**src/bsf_pkg.sv**
```systemverilog
// package: constants, opcodes and carriers for the bit/shift/flag datapath
package bsf_pkg;
    // apb register byte offsets
    localparam logic [11:0] BSF_OFF_STATUS = 12'h000;
    localparam logic [11:0] BSF_OFF_COUNT = 12'h004;
    // values after reset
    localparam logic [7:0] BSF_STATUS_RST = 8'h00;
    localparam logic [15:0] BSF_COUNT_RST = 16'h0000;
    // status flag bit positions
    localparam int BSF_FLAG_C = 0;
    localparam int BSF_FLAG_Z = 1;
    localparam int BSF_FLAG_N = 2;
    localparam int BSF_FLAG_V = 3;
    localparam int BSF_FLAG_S = 4;
    localparam int BSF_FLAG_H = 5;
    localparam int BSF_FLAG_T = 6;
    localparam int BSF_FLAG_I = 7;
    // latency of every operation in cycles
    localparam int BSF_OP_CYCLES = 1;

    typedef enum logic [3:0] {
        BSF_NOP = 4'h0,
        BSF_ROTATE_LEFT_CARRY_OP = 4'h1,
        BSF_ROTATE_RIGHT_CARRY_OP = 4'h2,
        BSF_ARITH_RIGHT_SHIFT_OP = 4'h3,
        BSF_NIBBLE_SWAP_OP = 4'h4,
        BSF_IO_BIT_SET_OP = 4'h5,
        BSF_IO_BIT_CLEAR_OP = 4'h6,
        BSF_BIT_TO_FLAG_OP = 4'h7,
        BSF_FLAG_TO_BIT_OP = 4'h8,
        BSF_INDEXED_FLAG_SET_OP = 4'h9,
        BSF_INDEXED_FLAG_CLEAR_OP = 4'ha,
        BSF_BREAK_OP = 4'hb,
        BSF_SLEEP_OP = 4'hc,
        BSF_WATCHDOG_KICK_OP = 4'hd,
        BSF_GLOBAL_IRQ_ENABLE_OP = 4'he,
        BSF_GLOBAL_IRQ_DISABLE_OP = 4'hf
    } bsf_op_t;

    // one issued instruction from the decoder and register file
    typedef struct packed {
        logic valid;
        bsf_op_t op;
        logic [7:0] rd_data;
        logic [7:0] io_data;
        logic [4:0] io_addr;
        logic [2:0] bit_sel;
    } bsf_req_t;

    // apb request from the master
    typedef struct packed {
        logic psel;
        logic penable;
        logic pwrite;
        logic [11:0] paddr;
        logic [31:0] pwdata;
    } bsf_apb_req_t;

    // whole module state
    typedef struct packed {
        logic [7:0] status_flags;
        logic [15:0] issue_count;
        logic [7:0] res_data;
        logic res_we;
        logic [7:0] io_wdata;
        logic [4:0] io_waddr;
        logic io_we;
        logic done;
        logic [31:0] prdata;
        logic pready;
        logic pslverr;
    } bsf_state_t;
endpackage : bsf_pkg

```
**src/bsf_execute.sv**
```systemverilog
// bsf_execute: one-cycle bit, shift and flag execution datapath with apb status access
//
// Operation
// RULE_01 - rotate left via carry; swap nibbles, flags kept
// RULE_02 - rotate right via carry; arithmetic shift keeps bit7
// RULE_03 - io bit set forces selected bit high
// RULE_04 - io bit clear forces selected bit low
// RULE_05 - bit store copies register bit into T
// RULE_06 - bit load copies T into register bit
// RULE_07 - flag set writes one to one bit
// RULE_08 - flag clear writes zero; I clear masks irqs
// RULE_09 - overflow set/clear touches only V
// RULE_10 - control ops take one cycle, no flags
`timescale 1ns/1ps
module bsf_execute
    import bsf_pkg::*;
(
    input wire logic core_clk,
    input wire logic sys_rst,
    input wire bsf_req_t issue_req,
    input wire bsf_apb_req_t apb_req,
    output logic [31:0] prdata,
    output logic pready,
    output logic pslverr,
    output logic [7:0] res_data,
    output logic res_we,
    output logic [7:0] io_wdata,
    output logic [4:0] io_waddr,
    output logic io_we,
    output logic [7:0] status_flags,
    output logic irq_accept_en,
    output logic op_done
);
    bsf_state_t s_reg;
    bsf_state_t s_next;
    logic [7:0] d;
    logic [7:0] r;
    logic [7:0] f;
    logic apb_wr;

    // next state: apb slave first, then the issued instruction
    always_comb begin
        s_next = s_reg;
        d = issue_req.rd_data;
        r = 8'h00;
        f = s_reg.status_flags;
        apb_wr = apb_req.psel && apb_req.penable && s_reg.pready && apb_req.pwrite;
        s_next.res_we = 1'b0;
        s_next.io_we = 1'b0;
        s_next.done = 1'b0;
        s_next.pready = 1'b0;
        s_next.pslverr = 1'b0;
        // setup cycle captures read data so the access phase answers from flops
        if (apb_req.psel && !apb_req.penable) begin
            s_next.pready = 1'b1;
            unique case (apb_req.paddr)
                BSF_OFF_STATUS: s_next.prdata = {24'h000000, s_reg.status_flags};
                BSF_OFF_COUNT: s_next.prdata = {16'h0000, s_reg.issue_count};
                default: begin
                    s_next.prdata = 32'h00000000;
                    s_next.pslverr = 1'b1;
                end
            endcase
        end
        if (apb_wr && apb_req.paddr == BSF_OFF_STATUS) begin
            f = apb_req.pwdata[7:0];
        end
        if (issue_req.valid) begin
            s_next.done = 1'b1; // RULE_10
            s_next.issue_count = s_reg.issue_count + 16'h0001;
            // flags are computed from the pre-write flags; a same-cycle op wins
            f = s_reg.status_flags;
            unique case (issue_req.op)
                BSF_ROTATE_LEFT_CARRY_OP: begin
                    r = {d[6:0], s_reg.status_flags[BSF_FLAG_C]}; // RULE_01
                    f[BSF_FLAG_C] = d[7]; // RULE_01
                    f[BSF_FLAG_H] = d[3]; // RULE_01
                end
                BSF_ROTATE_RIGHT_CARRY_OP: begin
                    r = {s_reg.status_flags[BSF_FLAG_C], d[7:1]}; // RULE_02
                    f[BSF_FLAG_C] = d[0]; // RULE_02
                end
                BSF_ARITH_RIGHT_SHIFT_OP: begin
                    r = {d[7], d[7:1]}; // RULE_02
                    f[BSF_FLAG_C] = d[0]; // RULE_02
                end
                BSF_NIBBLE_SWAP_OP: r = {d[3:0], d[7:4]}; // RULE_01
                BSF_IO_BIT_SET_OP: r = issue_req.io_data | (8'h01 << issue_req.bit_sel); // RULE_03
                BSF_IO_BIT_CLEAR_OP: r = issue_req.io_data & ~(8'h01 << issue_req.bit_sel); // RULE_04
                BSF_BIT_TO_FLAG_OP: f[BSF_FLAG_T] = d[issue_req.bit_sel]; // RULE_05
                BSF_FLAG_TO_BIT_OP: begin
                    r = d; // RULE_06
                    r[issue_req.bit_sel] = s_reg.status_flags[BSF_FLAG_T]; // RULE_06
                end
                BSF_INDEXED_FLAG_SET_OP: f[issue_req.bit_sel] = 1'b1; // RULE_07 RULE_09
                BSF_INDEXED_FLAG_CLEAR_OP: f[issue_req.bit_sel] = 1'b0; // RULE_08 RULE_09
                BSF_GLOBAL_IRQ_ENABLE_OP: f[BSF_FLAG_I] = 1'b1; // RULE_07
                BSF_GLOBAL_IRQ_DISABLE_OP: f[BSF_FLAG_I] = 1'b0; // RULE_08
                BSF_NOP, BSF_BREAK_OP, BSF_SLEEP_OP, BSF_WATCHDOG_KICK_OP: r = 8'h00; // RULE_10
            endcase
            // shared shift flags: n from result, v = n ^ c, s = n ^ v
            if (issue_req.op == BSF_ROTATE_LEFT_CARRY_OP || issue_req.op == BSF_ROTATE_RIGHT_CARRY_OP ||
                issue_req.op == BSF_ARITH_RIGHT_SHIFT_OP) begin
                f[BSF_FLAG_Z] = (r == 8'h00); // RULE_01 RULE_02
                f[BSF_FLAG_N] = r[7];
                f[BSF_FLAG_V] = r[7] ^ f[BSF_FLAG_C];
                f[BSF_FLAG_S] = r[7] ^ (r[7] ^ f[BSF_FLAG_C]);
            end
            s_next.res_data = r;
            s_next.res_we = (issue_req.op inside {BSF_ROTATE_LEFT_CARRY_OP, BSF_ROTATE_RIGHT_CARRY_OP,
                BSF_ARITH_RIGHT_SHIFT_OP, BSF_NIBBLE_SWAP_OP, BSF_FLAG_TO_BIT_OP});
            s_next.io_we = (issue_req.op inside {BSF_IO_BIT_SET_OP, BSF_IO_BIT_CLEAR_OP});
            s_next.io_wdata = r;
            s_next.io_waddr = issue_req.io_addr;
        end
        s_next.status_flags = f;
    end

    // state register
    always_ff @(posedge core_clk or posedge sys_rst) begin
        if (sys_rst) begin
            s_reg <= '0;
            s_reg.status_flags <= BSF_STATUS_RST;
            s_reg.issue_count <= BSF_COUNT_RST;
        end else begin
            s_reg <= s_next;
        end
    end

    // outputs straight from state flops
    assign prdata = s_reg.prdata;
    assign pready = s_reg.pready;
    assign pslverr = s_reg.pslverr;
    assign res_data = s_reg.res_data;
    assign res_we = s_reg.res_we;
    assign io_wdata = s_reg.io_wdata;
    assign io_waddr = s_reg.io_waddr;
    assign io_we = s_reg.io_we;
    assign status_flags = s_reg.status_flags;
    assign irq_accept_en = s_reg.status_flags[BSF_FLAG_I]; // RULE_08
    assign op_done = s_reg.done;

    // helper copies for the checks below
    bsf_req_t q_req;
    logic [7:0] q_f;
    always_ff @(posedge core_clk or posedge sys_rst) begin
        if (sys_rst) begin
            q_req <= '0;
            q_f <= BSF_STATUS_RST;
        end else begin
            q_req <= issue_req;
            q_f <= s_reg.status_flags;
        end
    end
endmodule : bsf_execute

```
**config.mk**
```make
export PLATFORM = sky130hd
export DESIGN_NAME = bsf_execute
export DESIGN_NICKNAME = d
export VERILOG_FILES = /design/src/bsf_pkg.sv /design/src/bsf_execute.sv
export SDC_FILE = /design/constraint.sdc
export NUM_CORES = 1
export LEC_CHECK = 0
export BUFFER_PORTS_ARGS = -buffer_cell sky130_fd_sc_hd__clkbuf_2
export CAP_MARGIN = 5
export CORE_MARGIN = 3
export CORE_UTILIZATION = 51
export CTS_BUF_LIST = sky130_fd_sc_hd__clkbuf_4 sky130_fd_sc_hd__clkbuf_8
export DETAILED_ROUTE_END_ITERATION = 12
export PLACE_DENSITY = 0.86
export SYNTH_ARGS = -nofsm -noshare
export SYNTH_HDL_FRONTEND = slang
export SYNTH_SLANG_ARGS = --single-unit
```
**constraint.sdc**
```tcl
create_clock -name core_clk -period 1.9 [get_ports core_clk]
set_input_delay 0.19 -clock core_clk [delete_from_list [all_inputs] [get_ports core_clk]]
set_output_delay 0.19 -clock core_clk [all_outputs]
set_load 0.02 [all_outputs]
```
Word level (Yosys, flattened, before mapping)
Index checks and enable logic that the tools add are counted.
{"block": "classes", "n_addsub": 1, "mul": 0, "div_mod_pow": 0, "order_cmp": 2, "n_eq_ne": 17, "shifts": 1, "muxes": 20, "n_bitwise": 8, "n_reduce_logical": 20}
{"operator": "8-bit one-hot mux with 7 select lines", "count": 1}
{"operator": "16-bit one-hot mux with 2 select lines", "count": 1}
{"operator": "8-bit 2-to-1 mux", "count": 3}
{"operator": "4-bit == test (second input constant)", "count": 5}
{"operator": "16-bit by 1-bit adder with 16-bit output (second input constant)", "count": 1}
{"operator": "8-bit bitwise AND", "count": 2}
{"operator": "4-bit by 3-bit == test with 1-bit output (second input constant)", "count": 4}
{"operator": "16-bit 2-to-1 mux", "count": 1}
{"operator": "8-bit inverter", "count": 2}
{"operator": "8-bit OR", "count": 2}
{"operator": "12-bit by 3-bit == test with 1-bit output (second input constant)", "count": 1}
{"operator": "12-bit logical NOT", "count": 1}
{"operator": "4-bit by 1-bit != test with 1-bit output (second input constant)", "count": 3}
{"operator": "8-bit bitwise mux", "count": 1}
{"operator": "4-bit by 2-bit == test with 1-bit output (second input constant)", "count": 2}
{"operator": "8-bit logical NOT", "count": 1}
{"operator": "1-bit one-hot mux with 4 select lines", "count": 2}
{"operator": "4-bit one-hot mux with 2 select lines", "count": 1}
{"operator": "2-bit AND reduction", "count": 4}
{"operator": "1-bit by 3-bit << shifter with 8-bit output (first input constant)", "count": 1}
{"operator": "1-bit logical AND", "count": 6}
{"operator": "1-bit one-hot mux with 3 select lines", "count": 2}
{"operator": "5-bit by 1-bit != test with 1-bit output (second input constant)", "count": 1}
{"operator": "5-bit nonzero test", "count": 1}
{"operator": "13 further kinds", "count": 20}
{"block": "totals", "ff_bits": 58, "latchBits": 0, "ramBits": 0, "mem_bits_ro": 0, "n_memories": 0}

Depth between registers and ports, before layout
Gate-level depths: netlist of the first run.
{"block": "depth", "word_depth": 12, "ltp_mapped": 8, "mapped_depth_nobuf": 6}

Worst setup path after synthesis of the first run
OpenSTA, ideal clock, no wires.
{"block": "synth_path", "path_kind": "register to register", "start": "register s_reg (netlist bit pready)", "end": "register with a tool-made name", "setup_ns": 0.122, "arrival_ns": 1.578, "required_time_ns": 1.778, "path_slack_ns": 0.200, "stages_incl_launch_ff": 6, "path_buffers": 0, "cell_sequence": "dfrtp_1 -> nand4_1 -> nor3b_4 -> a21oi_2 -> a311o_1 -> a32o_1"}
{"item": "start: declaration", "line": "bsf_execute.sv:34", "source": "bsf_state_t s_reg;"}
{"item": "start signal: assignment", "line": "bsf_execute.sv:126", "source": "s_reg <= s_next;"}

Worst setup path in the final report of the first run
{"block": "layout_path", "start": "register s_reg[60] (netlist name)", "end": "register s_reg[73] (netlist name)"}
{"block": "layout_via", "elab_chain_len": 1}
{"item": "16-bit by 1-bit adder with 16-bit output", "line": "bsf_execute.sv:70", "source": "s_next.issue_count = s_reg.issue_count + 16'h0001;"}
Every way passes these cells.
A chain may end at the register's enable or synchronous reset.

==> impl_metrics.toml, run 1 <==
[pwr]
power_w = 0.00390
cellPowerDensity_mw_per_mm2 = 867
power.leakage_nw = 2.19
irDropWorstVdd_mv = 0.486

[timing]
period_needed_ns = 1.78
rsz0062_at_grt = "false"
final_hold_viol_count = 0
maxSlewViolCount = 0
fin_crit_sh = 0.935
max-slew-margin-rel = 0.650
skew_ns = 0.0145
tightest_slew_ns = 0.524
finalSetupTns_ns = 0
fmax_mhz = 563
setup_viol_count_final = 0

[hold_path]
worstHoldStart = "issue_req[3]"
min_to = "io_waddr[0]$_DFFE_PP0P_"
hold_class = "in -> reg"
holdPathStages = 2

[drt]
viasPerCell = 5.63
dr.first_iter.drc_count = 203
vias = 3359
drc = 0
drt-total-wl_um = 10200
wl_per_cell_um = 17.0
ant_nets = 0
drt_first_pass_iters = 5

[placement]
place_area_sq_mm = 0.00423
gp_congestion = 0.941
port_buffers = 104
dp.cells = 580
dp_hpwl_um = 7510

[critical_path]
worstPathRequired_ns = 2.12
worstRegToRegCells = 5
r2r-end = "s_reg[73]$_DFFE_PP0P_"
cp_max_fo = 5
cp-end-kind = "register"
crit_type = "reg -> reg"
r2r-start = "s_reg[60]$_DFFE_PP0P_"
startpoint_type = "register"
reg2reg_slack_ns = 0.12
arrival_ns = 2.00

[synth]
synthArstFlopShare = 1.00
syn-cell-area_sq_mm = 0.00380
ys_seq_elements = 58
yosysUniqueCellTypes = 53
synth-edff-count = 0
ys_warn_count = 0
avgSynthCellArea_sq_um = 9.25
synthFlopType = "dfrtp_1"
synthCells = 411
seq_area_frac_synth = 0.382

[final_layout]
final_area_sq_mm = 0.00449
drive_gt1_frac = 0.347
final_util = 0.640
layout.cells.non_filler = 597
diodes = 0
area_growth_pct = 18.2
fin_nets = 575

[floorplan]
die_h_um = 92.3
num_rows = 30
core_area_sq_mm = 0.00702
start_util = 0.542
io_pins = 145
dieWidth_um = 92.3
dieArea_sq_mm = 0.00852

[clock_tree]
cts_root_buf = "clkbuf_8"
cts.path.max_buffers = 2
clkTransAtPathRegs_ns = 0.08
clkSinkCount = 58
cts_max_level = 3
cts_buffers = 9
clk_latency_ns = 0.34
cts_tree = "yes"

[global_route]
grtUsageTotal = 0.243
grt_pass1_vias = 3373
grt_pass1_wl_um = 16200
antenna_found_initial = 0
grt_max_degree = 29
grt-ovfl-total = 0

[outcome]
status = "finished, final reports clean"

[job]
maxCapViolations = 0
-- critical path, cell delays in order (launching register included) --
cell     delay (ns)
dfrtp_1        0.46
nand3_1        0.16
or3_1          0.44
nor2_1         0.29
nand3_1        0.16
xnor2_1        0.16
-- per-layer routing --
layer	global-route usage	vias up	wire, um
met3	0.0528	22	810
met4	0.0804	0	213
met1	0.306	1601	4170
met2	0.413	173	4970
met5	0	-	0
li1	-	1563	-
-- placed cells by master, fill, tap and decap left out, drive strengths merged, types with 3 or more instances in the layout --
cell	n
a21oi	19
a221oi	4
a22o	8
a22oi	5
and3	4
buf	36
bufinv	3
clkbuf	113
clkinv	3
conb	16
dfrtp	58
inv	9
mux2	9
mux2i	26
nand2	28
nand2b	4
nand3	9
nand3b	3
nand4	7
nor2	31
nor2b	9
nor3	7
nor3b	6
nor4	3
o211ai	4
o21ai	24
o22ai	7
o31ai	3
xnor2	13
xor2	4
-- logic make-up after synthesis --
| group | synth area share |
|---|---|
| flops | 0.382 |
| fa+ha+maj | 0.00329 |
| mux | 0.107 |
| buf+inv | 0.152 |
| other cells | 0.000987 |
| compound gates | 0.164 |
| xor+xnor | 0.0392 |
| simple gates | 0.152 |
-- cells in the mapped netlist (4+ instances only) --
master / count / area [sq um]
a21oi_1: 17 / 85.1
a221oi_1: 4 / 35.0
a22o_1: 8 / 70.1
a22oi_1: 5 / 37.5
buf_2: 9 / 45.0
buf_4: 61 / 458
clkbuf_1: 9 / 33.8
dfrtp_1: 58 / 1450
inv_1: 8 / 30.0
mux2_2: 9 / 101
mux2i_1: 26 / 260
nand2_1: 28 / 105
nand2b_1: 4 / 25.0
nand3_1: 9 / 45.0
nand4_1: 7 / 43.8
nor2_1: 31 / 116
nor2b_1: 9 / 56.3
nor3_1: 7 / 35.0
nor3b_1: 5 / 37.5
o211ai_1: 4 / 30.0
o21ai_0: 23 / 115
o22ai_1: 7 / 43.8
xnor2_1: 13 / 114
xor2_1: 4 / 35.0
-- where the power goes --
| group | internal (W) | switching (W) |
|---|---|---|
| clock network | 0.000882 | 0.000525 |
| registers | 0.00138 | 0.000193 |
| logic | 0.000389 | 0.000531 |
| total | 0.00265 | 0.00125 |
-- worst max path at each step --
stage / to / start / slack (ns)
floorplan: register / pready$_DFF_PP0_ / 0.20
global placement: register / apb_req[40] / 0.10
detailed placement: register / apb_req[39] / 0.03
CTS: s_reg[73]$_DFFE_PP0P_ / s_reg[60]$_DFFE_PP0P_ / 0.12
global route: s_reg[73]$_DFFE_PP0P_ / s_reg[60]$_DFFE_PP0P_ / 0.004
finish: s_reg[73]$_DFFE_PP0P_ / s_reg[60]$_DFFE_PP0P_ / 0.12
-- layout make-up --
cell class	count	area, sq um
fill	605	2530
multi-input combinational	278	1830
clock buffer	9	124
sequential	58	1450
timing repair buffer	141	813
tap	96	120
clock inverter	7	125
inverter	8	30.0
-- stage by stage --
step	hold slack [ns]	worst slack [ns]
2_1_floorplan	0.221	0.200
3_3_place_gp	0.230	0.102
3_5_place_dp	0.235	0.0330
4_1_cts	0.0722	0.120
5_1_grt	0.0738	0.00393
6_report	0.0810	0.123
-- repair_timing --
| item | in CTS | in global routing |
|---|---|---|
| endpoints found under the hold margin | 21 | 0 |
| hold buffers | 1 | 0 |
| setup buffers | 0 | 0 |
| resized for setup | 0 | 0 |
(Power assumes the default switching activity.)
==> run 2, diff against run 1 <==
==> config.mk (replaced) <==
export PLATFORM = sky130hd
export DESIGN_NAME = bsf_execute
export DESIGN_NICKNAME = d
export VERILOG_FILES = /design/src/bsf_pkg.sv /design/src/bsf_execute.sv
export SDC_FILE = /design/constraint.sdc
export NUM_CORES = 1
export LEC_CHECK = 0
export CAP_MARGIN = 5
export CORE_MARGIN = 3
export CORE_UTILIZATION = 66
export CTS_BUF_LIST = sky130_fd_sc_hd__clkbuf_4 sky130_fd_sc_hd__clkbuf_8
export DETAILED_ROUTE_END_ITERATION = 12
export DONT_BUFFER_PORTS = 1
export PLACE_DENSITY_LB_ADDON = 0.1
export SYNTH_ARGS = -nofsm -noshare
export SYNTH_HDL_FRONTEND = slang
export SYNTH_SLANG_ARGS = --single-unit
==> run 2 against run 1 <==
  * Clock skew decreased by 0.011 ns
  * Critical path type unchanged
  * Total power decreased by 9.2%
  * Sequential power increased by 6%
  * Largest power group unchanged
  * Highest routed layer unchanged
  * Cell area decreased by 15%
  * Final cell count decreased by 23%
  * Routed wire length decreased by 11%
  * Global-route usage increased by 3.6 points
==> impl_metrics.toml, run 2 (synthesized netlist as in run 1, its figures left out) <==
[final_layout]
multi_input_area_sq_mm = 0.00183
layout.cells.non_filler = 458
final_area_sq_mm = 0.00383
drive_gt1_frac = 0.137
final_common_cell = "dfrtp_1"
final_cell_mix = "58 x dfrtp_1, 31 x nor2_1, 28 x nand2_1"
area.sequential_sq_mm = 0.00145
fillers = 457
fin_nets = 460
diodes = 0
area_growth_pct = 0.889

[timing]
skew_ns = 0.00350
setup_viol_count_final = 0
final_hold_viol_count = 0
fmax_mhz = 574
tightest_slew_ns = 0.726
period_needed_ns = 1.74
rsz0062_at_grt = "false"
maxSlewViolCount = 0
max-slew-margin-rel = 0.512
fin_crit_sh = 0.917

[floorplan]
dieWidth_um = 81.9
die_h_um = 81.9
start_util = 0.686
num_rows = 27
core_area_sq_mm = 0.00554
io_pins = 145
dieArea_sq_mm = 0.00671

[drt]
ant_nets = 0
drt-total-wl_um = 9010
dr.first_iter.drc_count = 110
drt_first_pass_iters = 4
wl_per_cell_um = 19.7
drc = 0
vias = 2914
viasPerCell = 6.36

[job]
maxCapViolations = 0

[clock_tree]
clk_latency_ns = 0.34
cts_max_level = 3
cts_tree = "yes"
cts.path.max_buffers = 2
cts_buffers = 9
clkSinkCount = 58
cts_root_buf = "clkbuf_8"
clkTransAtPathRegs_ns = 0.07
postCtsSetupBuffers = 0

[critical_path]
arrival_ns = 1.96
crit_type = "reg -> reg"
cp-end-kind = "register"
cp_max_fo = 5
startpoint_type = "register"
worstPathRequired_ns = 2.12

[pwr]
power.leakage_nw = 1.67
irDropWorstVdd_mv = 0.574
cellPowerDensity_mw_per_mm2 = 922

[global_route]
grtUsageTotal = 0.279
antenna_found_initial = 0
grt_max_degree = 34
grt-ovfl-total = 0
grt_pass1_wl_um = 14000
grt_pass1_vias = 2874

[hold_path]
hold_class = "in -> reg"

[placement]
dp.cells = 435
gp_congestion = 0.926
port_buffers = 0
place_area_sq_mm = 0.00354
dp_hpwl_um = 6570

[outcome]
status = "finished, final reports clean"
run 2: cell types whose count changed in the layout (fill, tap and decap cells not counted), moves of 2 or more:
cell / before / now
dlygate4sd3_1: 1 / 7
clkinv_4: 3 / 0
clkinv_2: 0 / 2
buf_4: 35 / 19
clkbuf_2: 104 / 0
run 2: critical path: stages, from the launching register on:
cell and delay [ns]:
dfrtp_1 0.43, nand3_1 0.16, or3_1 0.45, nor2_1 0.30, nand3_1 0.14, xnor2_1 0.14
run 2: area by class of cell:
| class | count | share of cell area |
|---|---|---|
| clock buffers | 11 | 0.0378 |
| clock inverters | 5 | 0.0202 |
| inverters | 8 | 0.00783 |
| multi-input cells | 278 | 0.477 |
| flip-flops and latches | 58 | 0.378 |
| well taps | 72 | 0.0235 |
| repair buffers | 26 | 0.0555 |
run 2: through the flow:
stage / setup WS (ns) / setup TNS, ns / util / hold WS (ns) / power, W
final: 0.158 / 0 / 0.692 / 0.0133 / 0.00354
after global routing: 0.00658 / 0 / 0.692 / 0.00428 / 0.00369
after CTS: 0.144 / 0 / 0.692 / 0.000395 / 0.00355
after detailed placement: -0.0350 / -0.0350 / 0.639 / 0.0538 / 0.00226
after global placement: 0.100 / 0 / 0.639 / 0.0479 / 0.00224
after floorplan: 0.200 / 0 / - / 0.221 / 0.00226
run 2: path summary, 6_finish.rpt:
kind                       slack [ns]                      end  depth (start not counted)                   from
setup reg to reg                 0.16    s_reg[69]$_DFFE_PP0P_                          5  s_reg[60]$_DFFE_PP0P_
hold reg to reg                  0.48    s_reg[73]$_DFFE_PP0P_                          1  s_reg[73]$_DFFE_PP0P_
setup / recovery                 0.16    s_reg[69]$_DFFE_PP0P_                          5  s_reg[60]$_DFFE_PP0P_
min in group asynchronous        0.27  io_wdata[1]$_DFFE_PP0P_                          2                sys_rst
hold / removal                   0.01  io_waddr[1]$_DFFE_PP0P_                          1          issue_req[28]
max in group asynchronous        0.99    prdata[0]$_DFFE_PP0P_                          3                sys_rst
run 2: repair_timing:
item                                   in CTS  in global routing
resized for setup                           0                  0
hold buffers                                7                  0
endpoints found under the hold margin      33                  0
run 2: metal layers:
metal | global-route usage | vias up | share of wire
met5 | 0 | - | 0
met4 | 0.136 | 0 | 0.030
met3 | 0.0757 | 25 | 0.078
met2 | 0.449 | 134 | 0.48
met1 | 0.344 | 1428 | 0.41
li1 | - | 1327 | -
run 2: power breakdown:
part | leakage [nW] | internal (W) | switching [W]
combinational | 0.814 | 0.000285 | 0.000324
clock | 0.113 | 0.000784 | 0.000489
sequential | 0.741 | 0.00138 | 0.000280
==> run 3, diff against run 2 <==
--- a/config.mk
+++ b/config.mk
@@ -7,8 +7,7 @@
 export LEC_CHECK = 0
 export CAP_MARGIN = 5
 export CORE_MARGIN = 3
-export CORE_UTILIZATION = 66
-export CTS_BUF_LIST = sky130_fd_sc_hd__clkbuf_4 sky130_fd_sc_hd__clkbuf_8
+export CORE_UTILIZATION = 64
 export DETAILED_ROUTE_END_ITERATION = 12
 export DONT_BUFFER_PORTS = 1
 export PLACE_DENSITY_LB_ADDON = 0.1
==> run 3 against run 2 <==
  * Core utilization is 1.6 points lower
  * Sequential cell count stayed put
  * Maximum frequency is 5.1% higher
  * Largest cell class unchanged
  * Count of clock-buffer cells in the layout stayed put
  * Die area is 2.9% higher
  * Critical path depth stayed put
  * Register-to-register slack better by 0.09 ns
  * Clock skew is 0.0042 ns higher
  * First-iteration DRC count is 29% higher
  * Total power is 2.0% lower
==> impl_metrics.toml, run 3 (synthesized netlist as in run 1, its figures left out) <==
[clock_tree]
cts_tree = "yes"
cts.path.max_buffers = 2
cts_root_buf = "clkbuf_8"
clkSinkCount = 58
cts_buffers = 9
postCtsSetupBuffers = 0
clk_latency_ns = 0.33
clkTransAtPathRegs_ns = 0.06
cts_max_level = 3

[final_layout]
drive_gt1_frac = 0.135
diodes = 0
fin_nets = 458
layout.cells.non_filler = 456
final_common_cell = "dfrtp_1"
area_growth_pct = 0.428
final_cell_mix = "58 x dfrtp_1, 30 x nor2_1, 28 x nand2_1"

[timing]
fmax_mhz = 603
fin_crit_sh = 0.872
maxSlewViolCount = 0
final_hold_viol_count = 0
skew_ns = 0.00768
max-slew-margin-rel = 0.518
rsz0062_at_grt = "false"
tightest_slew_ns = 0.717
hold_ws_ns = 0.00695
setup_viol_count_final = 0
finalSetupTns_ns = 0
period_needed_ns = 1.66

[critical_path]
cp_max_fo = 5
r2r-end = "s_reg[73]$_DFFE_PP0P_"
worstPathRequired_ns = 2.12
arrival_ns = 1.88
crit_type = "reg -> reg"
cp-end-kind = "register"
reg2reg_slack_ns = 0.24
startpoint_type = "register"
worstRegToRegCells = 5
r2r-start = "s_reg[60]$_DFFE_PP0P_"

[floorplan]
start_util = 0.674
die_h_um = 83.1
io_pins = 145
dieArea_sq_mm = 0.00690
core_area_sq_mm = 0.00564
num_rows = 27
dieWidth_um = 83.1

[placement]
dp.cells = 435
gp_congestion = 0.892
dp_hpwl_um = 6550
port_buffers = 0

[pwr]
power.leakage_nw = 1.66
cellPowerDensity_mw_per_mm2 = 908
irDropWorstVdd_mv = 0.572

[global_route]
grt-ovfl-total = 0
antenna_found_initial = 0
grt_pass1_vias = 2884
grt_max_degree = 36
grtUsageTotal = 0.264
grt_pass1_wl_um = 14700

[drt]
drc = 0
drt-total-wl_um = 8980
wl_per_cell_um = 19.7
viasPerCell = 6.25
drt_first_pass_iters = 4
dr.first_iter.drc_count = 142
ant_nets = 0
vias = 2850

[hold_path]
holdPathStages = 1
min_to = "io_waddr[2]$_DFFE_PP0P_"
hold_class = "in -> reg"
worstHoldStart = "issue_req[5]"

[outcome]
status = "finished, final reports clean"

[job]
maxCapViolations = 0
run 3: cell count changes in the layout (fill, tap and decap cells not counted):
| cell | before | now |
|---|---|---|
| clkinvlp_4 | 1 | 0 |
| dlygate4sd3_1 | 7 | 5 |
| buf_4 | 19 | 18 |
| clkbuf_4 | 1 | 0 |
| nor2_2 | 0 | 1 |
| clkinv_4 | 0 | 1 |
| clkbuf_1 | 0 | 2 |
| buf_12 | 0 | 1 |
| clkbuf_8 | 10 | 9 |
| nor2_1 | 31 | 30 |
run 3: layer usage:
layer | wire length [um] | track usage | up-vias
met3 | 814 | 0.0923 | 21
met1 | 3700 | 0.341 | 1372
li1 | - | - | 1323
met4 | 189 | 0.0921 | 0
met2 | 4270 | 0.414 | 134
met5 | 0 | 0 | -
run 3: what timing repair did:
action | CTS | global route
hold buffers | 3 | 2
resized for setup | 0 | 1
endpoints found under the setup margin | 0 | 1
hold endpoints to repair | 37 | 2
run 3: worst max-delay path by stage:
stage | to | startpoint | slack, ns | cells after the start
2_1_floorplan | register | pready$_DFF_PP0_ | 0.20 | 5
3_3_place_gp | register | apb_req[40] | 0.16 | 6
3_5_place_dp | register | apb_req[40] | 0.11 | 6
4_1_cts | s_reg[73]$_DFFE_PP0P_ | s_reg[60]$_DFFE_PP0P_ | 0.14 | 5
5_1_grt | s_reg[71]$_DFFE_PP0P_ | s_reg[60]$_DFFE_PP0P_ | 0.09 | 5
6_report | s_reg[73]$_DFFE_PP0P_ | s_reg[60]$_DFFE_PP0P_ | 0.24 | 5
run 3: final cells by class:
class / count / area [sq um]
inverter: 8 / 30.0
multi-input combinational: 278 / 1830
clock buffer: 11 / 131
clock inverter: 5 / 78.8
fill: 484 / 1820
timing repair buffer: 24 / 205
tap: 72 / 90.1
sequential: 58 / 1450
run 3: per-stage QoR:
| step | setup slack, ns | total power (W) | util | area, sq um |
|---|---|---|---|---|
| 2_1_floorplan | 0.200 | 0.00226 | - | 3860 |
| 3_3_place_gp | 0.161 | 0.00224 | 0.630 | 3550 |
| 3_5_place_dp | 0.106 | 0.00226 | 0.630 | 3550 |
| 4_1_cts | 0.144 | 0.00349 | 0.673 | 3790 |
| 5_1_grt | 0.0853 | 0.00365 | 0.677 | 3820 |
| 6_report | 0.243 | 0.00347 | 0.677 | 3820 |
run 3: power by group:
part           switching [W]  leakage, nW  internal [W]  total, W
clock               0.000471        0.107      0.000737   0.00121
combinational       0.000303        0.810      0.000283  0.000587
sequential          0.000296        0.741       0.00138   0.00167
total                0.00107         1.66       0.00240   0.00347
run 3: worst max-delay path: stages (launching register included):
cell     delay [ns]
dfrtp_1        0.43
nand3_1        0.16
or3_1          0.45
nor2_2         0.25
nand3_1        0.13
xnor2_1        0.14
